### config.mk
export PLATFORM = sky130hd
export DESIGN_NAME = vmr_regs
export DESIGN_NICKNAME = d
export VERILOG_FILES = /design/src/rtl/vmr_pkg.sv /design/src/rtl/vmr_regs.sv
export SDC_FILE = /design/constraint.sdc
export NUM_CORES = 1
export LEC_CHECK = 0
export ABC_AREA = 0
export ABC_CLOCK_PERIOD_IN_PS = 3690
export BUFFER_PORTS_ARGS = -buffer_cell sky130_fd_sc_hd__buf_2
export CORE_MARGIN = 1
export CORE_UTILIZATION = 60
export CTS_CLUSTER_SIZE = 28
export DETAILED_ROUTE_END_ITERATION = 10
export GPL_TIMING_DRIVEN = 0
export PLACE_DENSITY = 0.85
export SYNTH_ARGS = -nofsm -noshare
export SYNTH_HDL_FRONTEND = slang
export SYNTH_SLANG_ARGS = --single-unit
### constraint.sdc
create_clock -name clk_sys_i -period 3.69 [get_ports clk_sys_i]
set_input_delay 0.5535 -clock clk_sys_i [delete_from_list [all_inputs] [get_ports clk_sys_i]]
set_output_delay 0.5535 -clock clk_sys_i [all_outputs]
set_load 0.005 [all_outputs]
### src/rtl/vmr_pkg.sv
// Purpose: shared constants and types for the vendor mode register bank
// Assumes: 25 MHz system clock, 16-bit management registers
// Notes:   register offsets are management register indices
package vmr_pkg;

    // ------------------------------------------------------------
    // register indices
    // ------------------------------------------------------------
    localparam logic [4:0] MODE_CONTROL_STATUS_IDX        = 5'h11;
    localparam logic [4:0] SPECIAL_MODES_IDX              = 5'h12;
    localparam logic [4:0] SYMBOL_ERROR_COUNTER_IDX       = 5'h1a;
    localparam logic [4:0] CROSSOVER_POLARITY_CONTROL_IDX = 5'h1b;

    // ------------------------------------------------------------
    // field positions
    // ------------------------------------------------------------
    localparam int EDPD_BIT          = 13;
    localparam int LOOPBACK_BIT      = 9;
    localparam int ALT_IRQ_BIT       = 6;
    localparam int ENERGY_BIT        = 1;
    localparam int MCS_SPARE_BIT     = 0;
    localparam int HOST_IF_BIT       = 14;
    localparam int OP_MODE_LSB       = 5;
    localparam int STATION_ADDR_LSB  = 0;
    localparam int AUTO_XOVER_DIS_BIT = 15;
    localparam int PAIR_SELECT_BIT   = 13;
    localparam int POLARITY_BIT      = 4;

    // ------------------------------------------------------------
    // reset values
    // ------------------------------------------------------------
    localparam logic        ENERGY_PRESENT_RST = 1'b1;
    localparam logic [15:0] SYMBOL_ERROR_RST   = 16'h0000;
    localparam logic [15:0] READ_UNMAPPED      = 16'h0000;

    // ------------------------------------------------------------
    // timing
    // ------------------------------------------------------------
    localparam int CLK_HZ           = 25_000_000;
    localparam int ENERGY_WINDOW_MS = 256;
    localparam int ENERGY_WINDOW_CYCLES = (CLK_HZ / 1000) * ENERGY_WINDOW_MS;

    typedef struct packed {
        logic        wr;
        logic        rd;
        logic [4:0]  phy;
        logic [4:0]  idx;
        logic [15:0] wdata;
    } vmr_mgmt_req_t;

endpackage

### src/rtl/vmr_regs.sv
// Purpose: vendor mode/status register bank of a 10/100 transceiver
// Assumes: management frames already decoded into one-cycle requests
// Notes:   soft_reset_i is a one-cycle pulse from the control register
`timescale 1ns/1ps
module vmr_regs
    import vmr_pkg::*;
#(
    parameter int ENERGY_WINDOW = vmr_pkg::ENERGY_WINDOW_CYCLES
) (
    input  wire logic                  clk_sys_i,
    input  wire logic                  rst_n_i,
    input  wire logic                  ce_i,
    input  wire logic                  soft_reset_i,
    input  wire vmr_pkg::vmr_mgmt_req_t mgmt_req_i,
    output logic [15:0]                mgmt_rdata_o,
    output logic                       mgmt_rvalid_o,
    input  wire logic [2:0]            mode_strap_i,
    input  wire logic [2:0]            addr_strap_i,
    input  wire logic                  speed_100_i,
    input  wire logic                  energy_seen_i,
    input  wire logic                  rx_symbol_invalid_i,
    input  wire logic                  rx_packet_active_i,
    input  wire logic                  rx_polarity_reversed_i,
    input  wire logic                  auto_mdix_i,
    output logic                       energy_detect_powerdown_enable_o,
    output logic                       alternate_irq_scheme_select_o,
    output logic                       line_side_loopback_active_o,
    output logic                       line_energy_present_o,
    output logic                       host_interface_select_o,
    output logic [2:0]                 operating_mode_o,
    output logic [4:0]                 station_address_o,
    output logic [4:0]                 scrambler_seed_o,
    output logic                       auto_crossover_enable_o,
    output logic                       mdix_select_o
);

    // ------------------------------------------------------------
    // state
    // ------------------------------------------------------------
    logic        edpd_r, edpd_nxt;
    logic        loopback_r, loopback_nxt;
    logic        alt_irq_r, alt_irq_nxt;
    logic        mcs_spare_r, mcs_spare_nxt;
    logic        energy_r, energy_nxt;
    logic [22:0] silence_r, silence_nxt;
    logic        host_if_r, host_if_nxt;
    logic [2:0]  op_mode_r, op_mode_nxt;
    logic [4:0]  station_r, station_nxt;
    logic        straps_done_r, straps_done_nxt;
    logic [15:0] sym_cnt_r, sym_cnt_nxt;
    logic        pkt_counted_r, pkt_counted_nxt;
    logic        xover_dis_r, xover_dis_nxt;
    logic        pair_sel_r, pair_sel_nxt;
    logic        polarity_r, polarity_nxt;
    logic [15:0] rdata_r, rdata_nxt;
    logic        rvalid_r, rvalid_nxt;

    logic        addr_hit;
    logic        wr_hit;
    logic        sym_inc;

    // ------------------------------------------------------------
    // management access
    // ------------------------------------------------------------
    assign addr_hit = mgmt_req_i.phy == station_r;
    assign wr_hit   = mgmt_req_i.wr && addr_hit && straps_done_r;

    // one count per packet; outside a packet every idle error counts at 100 Mb/s
    assign sym_inc = speed_100_i && rx_symbol_invalid_i
                     && !(rx_packet_active_i && pkt_counted_r);

    always_comb begin
        edpd_nxt        = edpd_r;
        loopback_nxt    = loopback_r;
        alt_irq_nxt     = alt_irq_r;
        mcs_spare_nxt   = mcs_spare_r;
        host_if_nxt     = host_if_r;
        op_mode_nxt     = op_mode_r;
        station_nxt     = station_r;
        straps_done_nxt = 1'b1;
        xover_dis_nxt   = xover_dis_r;
        pair_sel_nxt    = pair_sel_r;
        // straps caught on the first enabled edge after release
        if (!straps_done_r) begin
            op_mode_nxt = mode_strap_i;
            station_nxt = {2'b00, addr_strap_i};
        end else if (soft_reset_i) begin
            // strap-derived fields are kept on purpose
            edpd_nxt      = 1'b0;
            loopback_nxt  = 1'b0;
            alt_irq_nxt   = 1'b0;
            mcs_spare_nxt = 1'b0;
            xover_dis_nxt = 1'b0;
            pair_sel_nxt  = 1'b0;
        end else if (wr_hit) begin
            unique case (mgmt_req_i.idx)
                MODE_CONTROL_STATUS_IDX: begin
                    edpd_nxt      = mgmt_req_i.wdata[EDPD_BIT];
                    loopback_nxt  = mgmt_req_i.wdata[LOOPBACK_BIT];
                    alt_irq_nxt   = mgmt_req_i.wdata[ALT_IRQ_BIT];
                    mcs_spare_nxt = mgmt_req_i.wdata[MCS_SPARE_BIT];
                end
                SPECIAL_MODES_IDX: begin
                    host_if_nxt = mgmt_req_i.wdata[HOST_IF_BIT];
                    op_mode_nxt = mgmt_req_i.wdata[OP_MODE_LSB +: 3];
                    station_nxt = mgmt_req_i.wdata[STATION_ADDR_LSB +: 5];
                end
                CROSSOVER_POLARITY_CONTROL_IDX: begin
                    xover_dis_nxt = mgmt_req_i.wdata[AUTO_XOVER_DIS_BIT];
                    pair_sel_nxt  = mgmt_req_i.wdata[PAIR_SELECT_BIT];
                end
                default: begin
                end
            endcase
        end
    end

    // ------------------------------------------------------------
    // status: energy, symbol errors, polarity
    // ------------------------------------------------------------
    always_comb begin
        energy_nxt  = energy_r;
        silence_nxt = silence_r;
        if (energy_seen_i) begin
            energy_nxt  = 1'b1;
            silence_nxt = '0;
        end else if (silence_r >= 23'(ENERGY_WINDOW - 1)) begin
            energy_nxt = 1'b0;
        end else begin
            silence_nxt = silence_r + 23'd1;
        end
        // soft reset deliberately leaves the energy flag alone
        sym_cnt_nxt     = sym_inc ? sym_cnt_r + 16'd1 : sym_cnt_r;
        pkt_counted_nxt = rx_packet_active_i && (pkt_counted_r || sym_inc);
        if (soft_reset_i) begin
            sym_cnt_nxt     = SYMBOL_ERROR_RST;
            pkt_counted_nxt = 1'b0;
        end
        polarity_nxt = rx_polarity_reversed_i;
    end

    // ------------------------------------------------------------
    // read path
    // ------------------------------------------------------------
    always_comb begin
        rdata_nxt  = rdata_r;
        rvalid_nxt = mgmt_req_i.rd && addr_hit && straps_done_r;
        if (rvalid_nxt) begin
            rdata_nxt = READ_UNMAPPED;
            unique case (mgmt_req_i.idx)
                MODE_CONTROL_STATUS_IDX: begin
                    rdata_nxt[EDPD_BIT]      = edpd_r;
                    rdata_nxt[LOOPBACK_BIT]  = loopback_r;
                    rdata_nxt[ALT_IRQ_BIT]   = alt_irq_r;
                    rdata_nxt[ENERGY_BIT]    = energy_r;
                    rdata_nxt[MCS_SPARE_BIT] = mcs_spare_r;
                end
                SPECIAL_MODES_IDX: begin
                    rdata_nxt[HOST_IF_BIT]             = host_if_r;
                    rdata_nxt[OP_MODE_LSB +: 3]        = op_mode_r;
                    rdata_nxt[STATION_ADDR_LSB +: 5]   = station_r;
                end
                SYMBOL_ERROR_COUNTER_IDX: begin
                    rdata_nxt = sym_cnt_r;
                end
                CROSSOVER_POLARITY_CONTROL_IDX: begin
                    rdata_nxt[AUTO_XOVER_DIS_BIT] = xover_dis_r;
                    rdata_nxt[PAIR_SELECT_BIT]    = pair_sel_r;
                    rdata_nxt[POLARITY_BIT]       = polarity_r;
                end
                default: begin
                end
            endcase
        end
    end

    always_ff @(posedge clk_sys_i or negedge rst_n_i) begin
        if (!rst_n_i) begin
            edpd_r        <= 1'b0;
            loopback_r    <= 1'b0;
            alt_irq_r     <= 1'b0;
            mcs_spare_r   <= 1'b0;
            energy_r      <= ENERGY_PRESENT_RST;
            silence_r     <= '0;
            host_if_r     <= 1'b0;
            op_mode_r     <= '0;
            station_r     <= '0;
            straps_done_r <= 1'b0;
            sym_cnt_r     <= SYMBOL_ERROR_RST;
            pkt_counted_r <= 1'b0;
            xover_dis_r   <= 1'b0;
            pair_sel_r    <= 1'b0;
            polarity_r    <= 1'b0;
            rdata_r       <= '0;
            rvalid_r      <= 1'b0;
        end else if (ce_i) begin
            edpd_r        <= edpd_nxt;
            loopback_r    <= loopback_nxt;
            alt_irq_r     <= alt_irq_nxt;
            mcs_spare_r   <= mcs_spare_nxt;
            energy_r      <= energy_nxt;
            silence_r     <= silence_nxt;
            host_if_r     <= host_if_nxt;
            op_mode_r     <= op_mode_nxt;
            station_r     <= station_nxt;
            straps_done_r <= straps_done_nxt;
            sym_cnt_r     <= sym_cnt_nxt;
            pkt_counted_r <= pkt_counted_nxt;
            xover_dis_r   <= xover_dis_nxt;
            pair_sel_r    <= pair_sel_nxt;
            polarity_r    <= polarity_nxt;
            rdata_r       <= rdata_nxt;
            rvalid_r      <= rvalid_nxt;
        end
    end

    // ------------------------------------------------------------
    // outputs
    // ------------------------------------------------------------
    assign mgmt_rdata_o                     = rdata_r;
    assign mgmt_rvalid_o                    = rvalid_r && ce_i;
    assign energy_detect_powerdown_enable_o = edpd_r;
    assign alternate_irq_scheme_select_o    = alt_irq_r;
    // isolate does not gate this path
    assign line_side_loopback_active_o = loopback_r && host_if_r && speed_100_i;
    assign line_energy_present_o            = energy_r;
    assign host_interface_select_o          = host_if_r;
    assign operating_mode_o                 = op_mode_r;
    assign station_address_o                = station_r;
    assign scrambler_seed_o                 = station_r;
    assign auto_crossover_enable_o          = !xover_dis_r;
    assign mdix_select_o = xover_dis_r ? pair_sel_r : auto_mdix_i;
endmodule

-- After elaboration in Yosys (flattened, before gate mapping)
Index checks and enable logic that the tools add are counted.
- flip-flop bits (word level): 75
- input bits: 44
- output and inout port bits: 37
- word-level logic and storage cells: 103
- $add $sub $neg: 2
- order comparisons: 1
- eq/ne operators: 9
- multiplexer cells: 46
- bitwise logic cells: 1
- reductions and logical operators: 27
- operators with widths (cell ; number):
    2-to-1 mux 23 bit ; 2
    2-to-1 mux 16 bit ; 2
    adder 23 x 1 -> 23 bit, second input constant ; 1
    greater-or-equal comparator 23 bit, second input constant ; 1
    2-to-1 mux 1 bit ; 23
    == test 5 bit, second input constant ; 4
    2-to-1 mux 5 bit ; 4
    adder 16 x 1 -> 16 bit, second input constant ; 1
    2-to-1 mux 3 bit ; 5
    AND reduction 4 bit ; 3
    logical AND 1 bit ; 11
    one-hot mux 1 bit (2 select lines) ; 5
    nonzero test 2 bit ; 5
    one-hot mux 1 bit (3 select lines) ; 3
    AND reduction 2 bit ; 4
    one-hot mux 2 bit (3 select lines) ; 1
    == test 5 bit ; 1
    AND reduction 5 bit ; 1
    != test 2 x 1 -> 1 bit, second input constant ; 2
    != test 2 bit, second input constant ; 2
    one-hot mux 2 bit (2 select lines) ; 1
    logical NOT 1 bit ; 2
    logical OR 1 bit ; 1
    inverter 1 bit ; 1

-- Longest topological paths before layout
Gate-level depths: netlist of run 1.
- word-level depth: 6
- gate-level depth with buffers: 7

-- Worst setup path after synthesis of run 1
OpenSTA, ideal clock, no wires.
- kind: input to register
- from: in mgmt_req_i[18] in the netlist's numbering
- to: reg station_r[3] (netlist: scrambler_seed_o[3])
- library setup time: 0.120 ns
- data arrival time: 2.032 ns
- required time: 3.570 ns
- setup slack: 1.538 ns
- cell stages on the path: 7
- path buffers: 2
- cells stage by stage: nand4bb_1 > clkbuf_1 > or3_1 > nor4_2 > buf_2 > a2bb2oi_1 > nand2_1
- word-level cells in the longest chain between the ends: 3
- ends and longest elaborated chain (item ; RTL line ; text):
    from (decl) ; vmr_regs.sv:14 ; input wire vmr_pkg::vmr_mgmt_req_t mgmt_req_i,
    == test 5 bit ; vmr_regs.sv:96 ; unique case (mgmt_req_i.idx)
    != test 2 x 1 -> 1 bit (no source line) ; - ;
    AND reduction 4 bit (no source line) ; - ;
    to (signal assigned) ; vmr_regs.sv:205 ; station_r <= station_nxt;
    to (decl) ; vmr_regs.sv:48 ; logic [4:0] station_r, station_nxt;
Every way passes these cells.
A chain may end at the register's enable or synchronous reset.

-- Worst setup path after layout of run 1
- from: in ce_i
- to: out mgmt_rvalid_o
- word-level cells in the longest chain between the ends: 1
- ends and longest elaborated chain (item ; RTL line ; text):
    from (decl) ; vmr_regs.sv:12 ; input wire logic ce_i,
    logical AND 1 bit ; vmr_regs.sv:221 ; assign mgmt_rvalid_o = rvalid_r && ce_i;
    to (decl) ; vmr_regs.sv:16 ; output logic mgmt_rvalid_o,
Every way passes these cells.

==> summary.md, run 1 <==
| Metric | Value |
|---|---|
| MaxCap Viol Count | 0 |
| Crit path capture | mgmt_rvalid_o |
| RSZ-0062 raised after global routing | false |
| Psw | 533.5 µW |
| Yosys top cell by area | dfrtp_1 |
| Switching Fraction | 0.2905 |
| Req. time, crit path | about 3.1 ns |
| Core Area | 6944 µm² |
| Crit path capture type | output port |
| Tcrit/Tclk final | 0.8093 |
| Largest net degree at the start of global routing | 60 |
| Antenna cells | 0 |
| WS Path Type | input port to output port |
| Final hold vios | 0 |
| CTS tree | done |
| CTS Buffer Depth | 2 |
| Fmax | 0.3349 GHz |
| Vias in the first global route | just over 4000 |
| R2r setup slk | 1.01 ns |
| Fraction of registers with async set/reset | 1.000 |
| TritonRoute pass-1 iters | 5 |
| Status | complete, no violations |
| Synth cell count leaders | 74 x dfrtp_1, 53 x nand2_1, 37 x nor2_1, 26 x nand3_1, 24 x nand4_1 |
| Share of power burned in registers | 0.512 |
| Skew final | about 0.010 ns |
| Worst-Margin Slew | between 1 and 1.5 ns |
| Post-CTS Hold Fix Bufs | 0 |
| Crit Path Max Fanout | 10 |
| Synthesized area | 4427 µm² |
| First-pass GRT wire length | between 20000 and 25000 µm |
| Combinational Power Share | 0.145 |
| Avg Cell Area, Syn | approximately 9 µm² |
| Worst Hold Class | input port to async pin |
| Final wirelength | 12500 µm |
| Overflow left after global routing | 0 |
| Synth area leaders | dfrtp_1 42%, nand2_1 4.5%, nand4_1 3.4% |
| Pwr Density | 356.8 nW/µm² |
| Rel. slew slack | 0.2558 |
| Peak VDD IR | around 0.22 mV |
| Count leader, synth | dfrtp_1 |
| Clk pin slew, worst setup/hold paths | 0.08 ns |
| FF-to-FF path depth | 7 |
| Fin nets | 625 |
| Final worst slack | 0.7039 ns |
| Share of cells above drive strength 1 | 0.2230 |
| Drt wl/cell | 18.41 µm |
| Clock Tree Root | clkbuf_8 |
| Worst-skew pair later-pin latency | 0.35 ns |
| Clock power frac | 0.342 |
| Final GP Congestion | 0.9329 |
| CTS buffer count | 9 |
| Post-layout util | 0.7413 |
| YS warnings | 0 |
| Number of gates resized after CTS | 0 |
| Syn Nets | 537 |
| Reg-to-reg endpoint | silence_r[1] |
| Launch point of the worst path | ce_i |
| Die W | 87.90 µm |
| Sequential fraction of the synthesis area | 0.4243 |
| Post-synthesis cell type count | 60 |
| Syn Inst Count | 491 |
| Fin. max-slew vios | 0 |
| Via count | 4405 |
| Area growth from synthesis to layout | 16.28% |
| First DRT Iteration DRCs | 517 |
| Initial Utilization | 0.6375 |
| Final Setup Violations | 0 |
| Vias per std cell | 6.487 |
| Total clock sinks | 75 |
| Number of cell rows | 30 |
| Worst Setup Start Kind | input port |
| Filler Cell Count | 515 |
| IO Pins | 81 |
| H-tree depth | 3 |
| Post-CTS setup buffer count | 0 |
| Setup TNS | 0 ns |
| Post-synth top flop | dfrtp_1 |
| Int Pwr | 1303 µW |
| Worst flop-to-flop path startpoint | silence_r[0] |
| Post-synth EDFFs | 0 |
| Post-detail-place hpwl | 8978 µm |
| Leak | approximately 0.0023 µW |
| Shortest period the worst path allows | 2.986 ns |
| Height of the die | 87.90 µm |
| WP data arrival | approximately 2.4 ns |
| DRT antenna net count | 0 |
| Share of the synthesized area in the top cell type | 0.4183 |
| Initial antenna violation count | 0 |
| Residual DRC | 0 |
| Post-Place Worst Slack | between 0.7 and 0.8 ns |
| Tot GR Track Use | 0.3428 |
| Post-synthesis register bit count | 75 |
| PortBufs | between 70 and 80 |
| Die area | a little under 8000 µm² |
[per-layer routing]
layer  wire, µm  track usage
met5          0            0
met3       1158      0.05372
met4        176       0.1148
met1       5325       0.4915
met2       5842       0.5321
[critical path, cell delays in order]
cell and delay (ns):
buf_2 0.16, clkbuf_1 0.44, clkbuf_1 0.41, clkbuf_1 0.52, and2_1 0.23, buf_2 0.11
[flip-flops by register name, indices dropped and copies added (netlist names)]
| signal | cells |
|---|---|
| host_interface_select_o | 1 |
| mcs_spare_r | 1 |
| operating_mode_o | 3 |
| silence_r | 23 |
| line_energy_present_o | 1 |
| energy_detect_powerdown_enable_o | 1 |
| pair_sel_r | 1 |
| straps_done_r | 1 |
| sym_cnt_r | 16 |
| scrambler_seed_o | 5 |
| loopback_r | 1 |
| mgmt_rdata_o | 16 |
| xover_dis_r | 1 |
| alternate_irq_scheme_select_o | 1 |
| pkt_counted_r | 1 |
| polarity_r | 1 |
| rvalid_r | 1 |
[kinds of logic (layout without fill, tap and decap cells)]
logic type	after synthesis	after routing	share of synthesized area
AND/OR/NAND/NOR	233	233	0.2911
AO/OA/AOI/OAI	98	98	0.1586
flip-flops	75	75	0.4243
buffers and inverters	51	143	0.04862
multiplexers	20	20	0.04805
XOR/XNOR	12	12	0.02374
adder cells (fa/ha/maj)	2	2	0.005652
[layout by cell type, fill, tap and decap left out, types with 4 or more instances in the layout]
cell type and instances:
and3_1 8, or3b_2 4, xor2_1 6, a31o_2 5, dfrtp_1 74, mux2_2 10
nor2b_1 8, a31oi_1 4, o221ai_1 4, nand4_1 24, or4_1 5, xnor2_1 6
nor2_1 37, clkbuf_8 9, nor3_1 11, inv_1 17, nand2_1 53, o21ai_0 12
or3_1 8, buf_2 79, o311ai_0 9, nor4_1 9, a211o_1 4, and4b_1 5
mux2i_1 10, o22ai_1 6, nand3_1 26, and2_1 8, and4_1 4, buf_4 6
a21oi_1 21, clkbuf_1 23, o211ai_1 10, nor3b_1 8
[worst min-delay path by stage]
stage / start / end / slack (ns)
final: rst_n_i / scrambler_seed_o[4] / 0.06
after global routing: rst_n_i / scrambler_seed_o[4] / 0.07
after CTS: rst_n_i / scrambler_seed_o[4] / 0.07
after detailed placement: rst_n_i / scrambler_seed_o[4] / 0.44
after global placement: rvalid_r / rvalid_r / 0.46
after floorplan: rst_n_i / alternate_irq_scheme_select_o / 0.26
[power groups by stage]
stage	clock (µW)	sequential, µW	combinational [µW]
floorplan	0	942	156
global placement	0	950	251
detailed placement	0	954	264
CTS	632	938	266
global route	670	949	299
finish	628	941	267
[per-stage QoR]
step	hold slack (ns)	cell area [µm²]	cells	power, µW
floorplan	0.2579	4427	491	1097
global placement	0.4563	4927	663	1201
detailed placement	0.4410	4957	664	1218
CTS	0.06976	5147	679	1837
global route	0.07454	5147	679	1918
finish	0.05922	5147	679	1836
[final cells by class]
class	count	area, µm²	share of cell area
clock buffers	9	123.9	0.02406
repair buffers	77	410.4	0.07973
well taps	96	120.1	0.02333
flip-flops and latches	75	1878	0.3649
plain buffers	34	151.4	0.02941
clock inverters	6	66.31	0.01288
multi-input cells	365	2333	0.4533
inverters	17	63.81	0.01240
No activity file was read; power rests on OpenSTA's default activity.
==> run 2: changes to the inputs <==
ABC_CLOCK_PERIOD_IN_PS = 2500   (was 3690)
CORE_UTILIZATION = 51   (was 60)
PLACE_DENSITY = 0.77   (was 0.85)
clock period = 2.5 ns   (was 3.69 ns; I/O delays follow)
==> run 2 against run 1 <==
Net effect: cell count increased by 1.3%; critical path depth shrank 1; first-iteration DRC count shrank 15%; via count about the same; total power up 58%; hold slack improved by 0.19 ns; critical endpoint is now silence_r[1]; largest power group unchanged; highest routed layer unchanged.
==> summary.md, run 2 (synthesis gave the netlist of run 1 again) <==
| Metric | Value |
|---|---|
| Status | complete, no violations |
| MaxCap Viol Count | 0 |
| WS Path Type | flip-flop to flip-flop |
| Crit path capture type | flip-flop |
| Tcrit/Tclk final | 0.9803 |
| Share of power burned in registers | 0.478 |
| Skew final | ~0.012 ns |
| Filler Cell Count | 710 |
| Fin nets | 626 |
| Setup TNS | 0 ns |
| Overflow left after global routing | 0 |
| RSZ-0062 raised after global routing | true |
| Clock Tree Root | clkbuf_8 |
| IO Pins | roughly 80 |
| Rel. slew slack | 0.4808 |
| Most frequent cells in the layout | 79 x buf_2, 74 x dfrtp_1, 53 x nand2_1, 37 x nor2_1, 25 x nand3_1 |
| DRT antenna net count | 0 |
| Number of flip-flops in the largest register | 23 |
| Psw | a little under 800 µW |
| Worst-Margin Slew | 0.7717 ns |
| Final GP Congestion | between 0.9 and 1 |
| Total clock sinks | 75 |
| Switching Fraction | 0.2700 |
| Worst-skew pair later-pin latency | 0.36 ns |
| Post-detail-place hpwl | 9026 µm |
| Combinational Power Share | 0.138 |
| Initial Utilization | 0.5334 |
| CTS buffer count | 9 |
| Clock power frac | 0.384 |
| Met3 WL | 1211 µm |
| Crit Path Max Fanout | 8 |
| Via count | 4408 |
| PortBufs | 76 |
| Initial antenna violation count | 0 |
| CTS tree | done |
| Fin. max-slew vios | 0 |
| Final wirelength | ~13000 µm |
| Area growth from synthesis to layout | 19.02% |
| Final Setup Violations | 0 |
| Antenna cells | 0 |
| Req. time, crit path | 2.75 ns |
| Tot GR Track Use | 0.2993 |
| Met2 wire len | 5866 µm |
| Met1 WL | ~5400 µm |
| Int Pwr | 2120 µW |
| Shortest period the worst path allows | ~2.5 ns |
| CTS Buffer Depth | 2 |
| Number of cell rows | 33 |
| Residual DRC | 0 |
| Reg with most FFs | silence_r |
| Pwr Density | 551.2 nW/µm² |
| Fmax | 0.4080 GHz |
| WP data arrival | 2.70 ns |
| Die W | 95.17 µm |
| Worst Hold Class | input port to flip-flop |
| Hold Worst Slack | 0.2507 ns |
| FF-to-FF path depth | 5 |
| Register area | 1878 µm² |
| Commonest non-fill, non-tap cell in the layout | buf_2 |
| Peak VDD IR | 0.3018 mV |
| Largest net degree at the start of global routing | 50 |
| Final hold vios | 0 |
| First DRT Iteration DRCs | approximately 440 |
| Core Area | 8299 µm² |
| Vias per std cell | approximately 6.4 |
| Vias in the first global route | ~4000 |
| Leak | 0.002356 µW |
| Top Metal Used | met4 |
| Height of the die | 95.17 µm |
| Clk pin slew, worst setup/hold paths | ~0.08 ns |
| Hold Path Depth | 2 |
| Share of cells above drive strength 1 | 0.2350 |
| Drt wl/cell | 18.58 µm |
| H-tree depth | 3 |
| Die area | 9056 µm² |
| Post-layout util | 0.6349 |
| Worst Setup Start Kind | flip-flop |
| TritonRoute pass-1 iters | 5 |
| Area of the multi-input gates | 2392 µm² |
| First-pass GRT wire length | 20380 µm |
run 2: final timing paths:
kind | from | end | slack, ns
setup / recovery | silence_r[19] | silence_r[1] | 0.05
hold / removal | mgmt_req_i[14] | host_interface_select_o | 0.25
setup reg to reg | silence_r[19] | silence_r[1] | 0.05
hold reg to reg | rvalid_r | rvalid_r | 0.48
max in group asynchronous | rst_n_i | line_energy_present_o | 1.42
min in group asynchronous | rst_n_i | silence_r[19] | 0.47
run 2: what timing repair did:
action / 4_1_cts / 5_1_grt
setup buffers: 0 / 0
gates cloned: 0 / 0
endpoints found under the setup margin: 3 / 24
resized for setup: 4 / 12
hold buffers: 1 / 0
endpoints found under the hold margin: 26 / 0
run 2: area by class of cell:
type / count / share of cell area
Inverter: 17 / 0.01211
Tap cell: 105 / 0.02493
Buffer: 34 / 0.02945
Clock buffer: 9 / 0.02351
Timing Repair Buffer: 78 / 0.07979
Clock inverter: 5 / 0.01971
Multi-Input combinational cell: 365 / 0.4540
Sequential cell: 75 / 0.3564
run 2: through the flow:
step	instance area (µm²)	power, µW	instances	setup slack (ns)
2_1_floorplan	4427	1620	491	0.3701
3_3_place_gp	4938	1775	672	-0.1146
3_5_place_dp	4969	1798	673	-0.1358
4_1_cts	5215	2900	688	0.02195
5_1_grt	5269	3015	688	-0.03164
6_report	5269	2904	688	0.04926
run 2: layer usage:
layer	vias to the layer above	global-route usage
met4	0	0.1263
met2	259	0.4637
met5	-	0
met1	2111	0.4218
met3	25	0.03748
li1	2013	-
run 2: worst max-delay path, cell delays in order, from the launching register on:
cell and delay, ns:
dfrtp_1 0.44, or4_4 0.57, nor2b_4 0.17, a21oi_1 0.54
nand2_1 0.21, a311o_1 0.39
run 2: power groups by stage:
stage          clock network (µW)  registers (µW)  logic (µW)
5_1_grt                      1160            1400         447
4_1_cts                      1120            1380         394
3_3_place_gp                    0            1400         374
2_1_floorplan                   0            1390         230
3_5_place_dp                    0            1410         390
6_report                     1120            1390         401
==> run 3: changes to the inputs <==
ABC_AREA = 1   (was 0)
==> run 3 against run 2 <==
Net effect: cell count up 30%; utilization fell by 1.9 points; worst setup slack improved by 0.55 ns; non-clock buffer count fell by 14; global-route usage is 2.4 points lower; first-iteration DRC count decreased by 27%; sequential power decreased by 4%; clock skew is 0.0052 ns higher; routed wire length is 2.0% lower; critical path depth grew 6; hold slack worse by 0.041 ns.
==> summary.md, run 3 <==
| Metric | Value |
|---|---|
| Rel. slew slack | 0.6174 |
| Yosys top cell by area | dfrtp_1 |
| Worst Hold Class | input port to flip-flop |
| Filler Cell Count | 846 |
| Leak | 0.002765 µW |
| Number of cell rows | 34 |
| Core Area | 8763 µm² |
| Clock Tree Root | clkbuf_8 |
| Share of power burned in registers | 0.494 |
| Clk pin slew, worst setup/hold paths | 0.09 ns |
| Commonest non-fill, non-tap cell in the layout | nand2_1 |
| Synth cell count leaders | 249 x nand2_1, 85 x nor2_1, 78 x inv_1, 74 x dfrtp_1, 59 x nand3_1 |
| Antenna cells | 0 |
| Critical Path, Cell by Cell | ha_1 > nand2_1 > nor2_2 > nand2_1 > nor2_4 > nand3_1 > nand2_1 > nand2_1 > nor2_1 > nand2_1 > nand2_1 |
| H-tree depth | 3 |
| Reg with most FFs | silence_r |
| Avg Cell Area, Syn | 6.692 µm² |
| Die area | 9493 µm² |
| Syn Nets | 740 |
| Share of the synthesized area in the top cell type | 0.3987 |
| Height of the die | about 97 µm |
| Setup TNS | 0 ns |
| Fraction of registers with async set/reset | 1.000 |
| Skew final | 0.01699 ns |
| Fin. max-slew vios | 0 |
| Area of the multi-input gates | 2300 µm² |
| Syn Inst Count | between 600 and 700 |
| Psw | 723.5 µW |
| Total clock sinks | 75 |
| Die W | slightly below 100 µm |
| CTS Buffer Depth | 2 |
| CTS tree | done |
| MaxCap Viol Count | 0 |
| PortBufs | 74 |
| Final GP Congestion | 0.9125 |
| Combinational Power Share | 0.124 |
| Residual DRC | 0 |
| Status | complete, no violations |
| R2r setup slk | 0.60 ns |
| Post-synth top flop | dfrtp_1 |
| Worst-skew pair later-pin latency | 0.36 ns |
| Count leader, synth | nand2_1 |
| First-pass GRT wire length | ~21000 µm |
| Post-synth EDFFs | 0 |
| Vias per std cell | 5.321 |
| Slowest-stage cell, CP | dfrtp_1 |
| Most frequent cells in the layout | 249 x nand2_1, 85 x nor2_1, 80 x buf_2, 78 x inv_1, 74 x dfrtp_1 |
| Crit path capture type | flip-flop |
| Worst-Margin Slew | roughly 0.57 ns |
| Synth area leaders | dfrtp_1 40%, nand2_1 20%, nor2_1 6.9% |
| Reg-to-reg endpoint | silence_r[22] |
| Share of cells above drive strength 1 | 0.1641 |
| Tot GR Track Use | 0.2751 |
| Fmax | 0.5268 GHz |
| Post-detail-place hpwl | between 9000 and 10000 µm |
| Req. time, crit path | about 2.8 ns |
| Switching Fraction | 0.2692 |
| RSZ-0062 raised after global routing | false |
| Number of flip-flops in the largest register | 23 |
| WP data arrival | about 2.2 ns |
| Fin nets | 827 |
| First DRT Iteration DRCs | 323 |
| Synthesized area | 4644 µm² |
| CTS buffer count | 9 |
| Largest net degree at the start of global routing | 55 |
| Initial Utilization | 0.5300 |
| Final hold vios | 0 |
| Pwr Density | 497.8 nW/µm² |
| Sequential fraction of the synthesis area | 0.4044 |
| Hold Path Depth | 3 |
| Area growth from synthesis to layout | 16.24% |
| Via count | roughly 4800 |
| Drt wl/cell | 14.01 µm |
| Int Pwr | 1964 µW |
| DRT antenna net count | 0 |
| Vias in the first global route | 4322 |
| Worst Setup Start Kind | flip-flop |
| TritonRoute pass-1 iters | 7 |
| Tcrit/Tclk final | 0.7593 |
| Post-synthesis register bit count | 75 |
| Hold Path End | scrambler_seed_o[4] |
| Worst flop-to-flop path startpoint | silence_r[0] |
| Hold path start | mgmt_req_i[4] |
| FF-to-FF path depth | 11 |
| IO Pins | 81 |
| YS warnings | 0 |
| Overflow left after global routing | 0 |
| Hold Worst Slack | 0.2101 ns |
| Crit Path Max Fanout | 6 |
| WS Path Type | flip-flop to flip-flop |
| Number of gates resized after CTS | 0 |
| Initial antenna violation count | 0 |
| Register area | about 1900 µm² |
| Final wirelength | 12530 µm |
| Peak VDD IR | 0.2391 mV |
| Fin area | 5399 µm² |
| Shortest period the worst path allows | 1.898 ns |
| Post-DP Area | 5180 µm² |
| Post-synthesis cell type count | 38 |
| Critical path's most frequent cell | nand2_1 |
| Max incr delay on CP | 0.41 ns |
| Clock power frac | 0.382 |
| Final Setup Violations | 0 |
==> run 3: cell types whose count changed after synthesis, sizes merged, moves of 9 or more <==
cell and change:
nor2b -9, nor4 -9, inv +67, o21ai +22, mux2 -10, clkbuf -19
nand2 +198, mux2i -10, nor2 +53, nand3 +35, o311ai -9
==> run 3: worst max-delay path by stage <==
stage                       from  cells after the start            end
finish              silence_r[0]                     11  silence_r[22]
global route        silence_r[0]                     11  silence_r[22]
CTS                 silence_r[0]                      9  silence_r[12]
detailed placement  silence_r[0]                      9   silence_r[0]
global placement         rst_n_i                      1    xover_dis_r
floorplan           silence_r[0]                      9  silence_r[12]
==> run 3: what timing repair did <==
| action | CTS | global route |
|---|---|---|
| hold buffers | 1 | 0 |
| buffers inserted | 0 | 0 |
| endpoints found under the hold margin | 20 | 0 |
| endpoints found under the setup margin | 0 | 0 |
==> run 3: stage by stage <==
step	worst slack, ns	power, µW	util	cells
floorplan	0.9188	1516	-	694
global route	0.4192	2806	0.6161	894
finish	0.6018	2688	0.6161	894
global placement	0.5527	1664	0.5877	876
detailed placement	0.6662	1681	0.5911	877
CTS	0.6415	2700	0.6161	894
==> run 3: routing by layer <==
layer  track usage  routed length, µm
met2        0.4180               5638
met1        0.4055               5981
met4       0.08937                176
met5             0                  0
met3       0.03813                730
==> run 3: layout make-up <==
class / instances / area share
clock buffers: 11 / 0.02433
well taps: 108 / 0.02503
inverters: 87 / 0.06049
repair buffers: 76 / 0.07601
plain buffers: 22 / 0.02596
flip-flops and latches: 75 / 0.3479
clock inverters: 5 / 0.01437
multi-input cells: 510 / 0.4260
==> run 3: power by group through the flow <==
stage,Combinational (µW),Clock [µW],Sequential [µW]
CTS,334,1040,1330
global route,377,1090,1330
floorplan,173,0,1340
finish,333,1030,1330
detailed placement,331,0,1350
global placement,316,0,1350
==> run 3: logic make-up after synthesis <==
family / synth area share
AND/OR/NAND/NOR: 0.3955
buffers and inverters: 0.1005
flip-flops: 0.4044
AO/OA/AOI/OAI: 0.08486
XOR/XNOR: 0.009431
adder cells (fa/ha/maj): 0.005387
==> run 3: worst max-delay path, delay by kind of cell, from the launching register on <==
family                     cells  cell delay, ns
DFF                            1            0.41
and+or+nand+nor               10            1.13
adders and majority gates      1            0.30
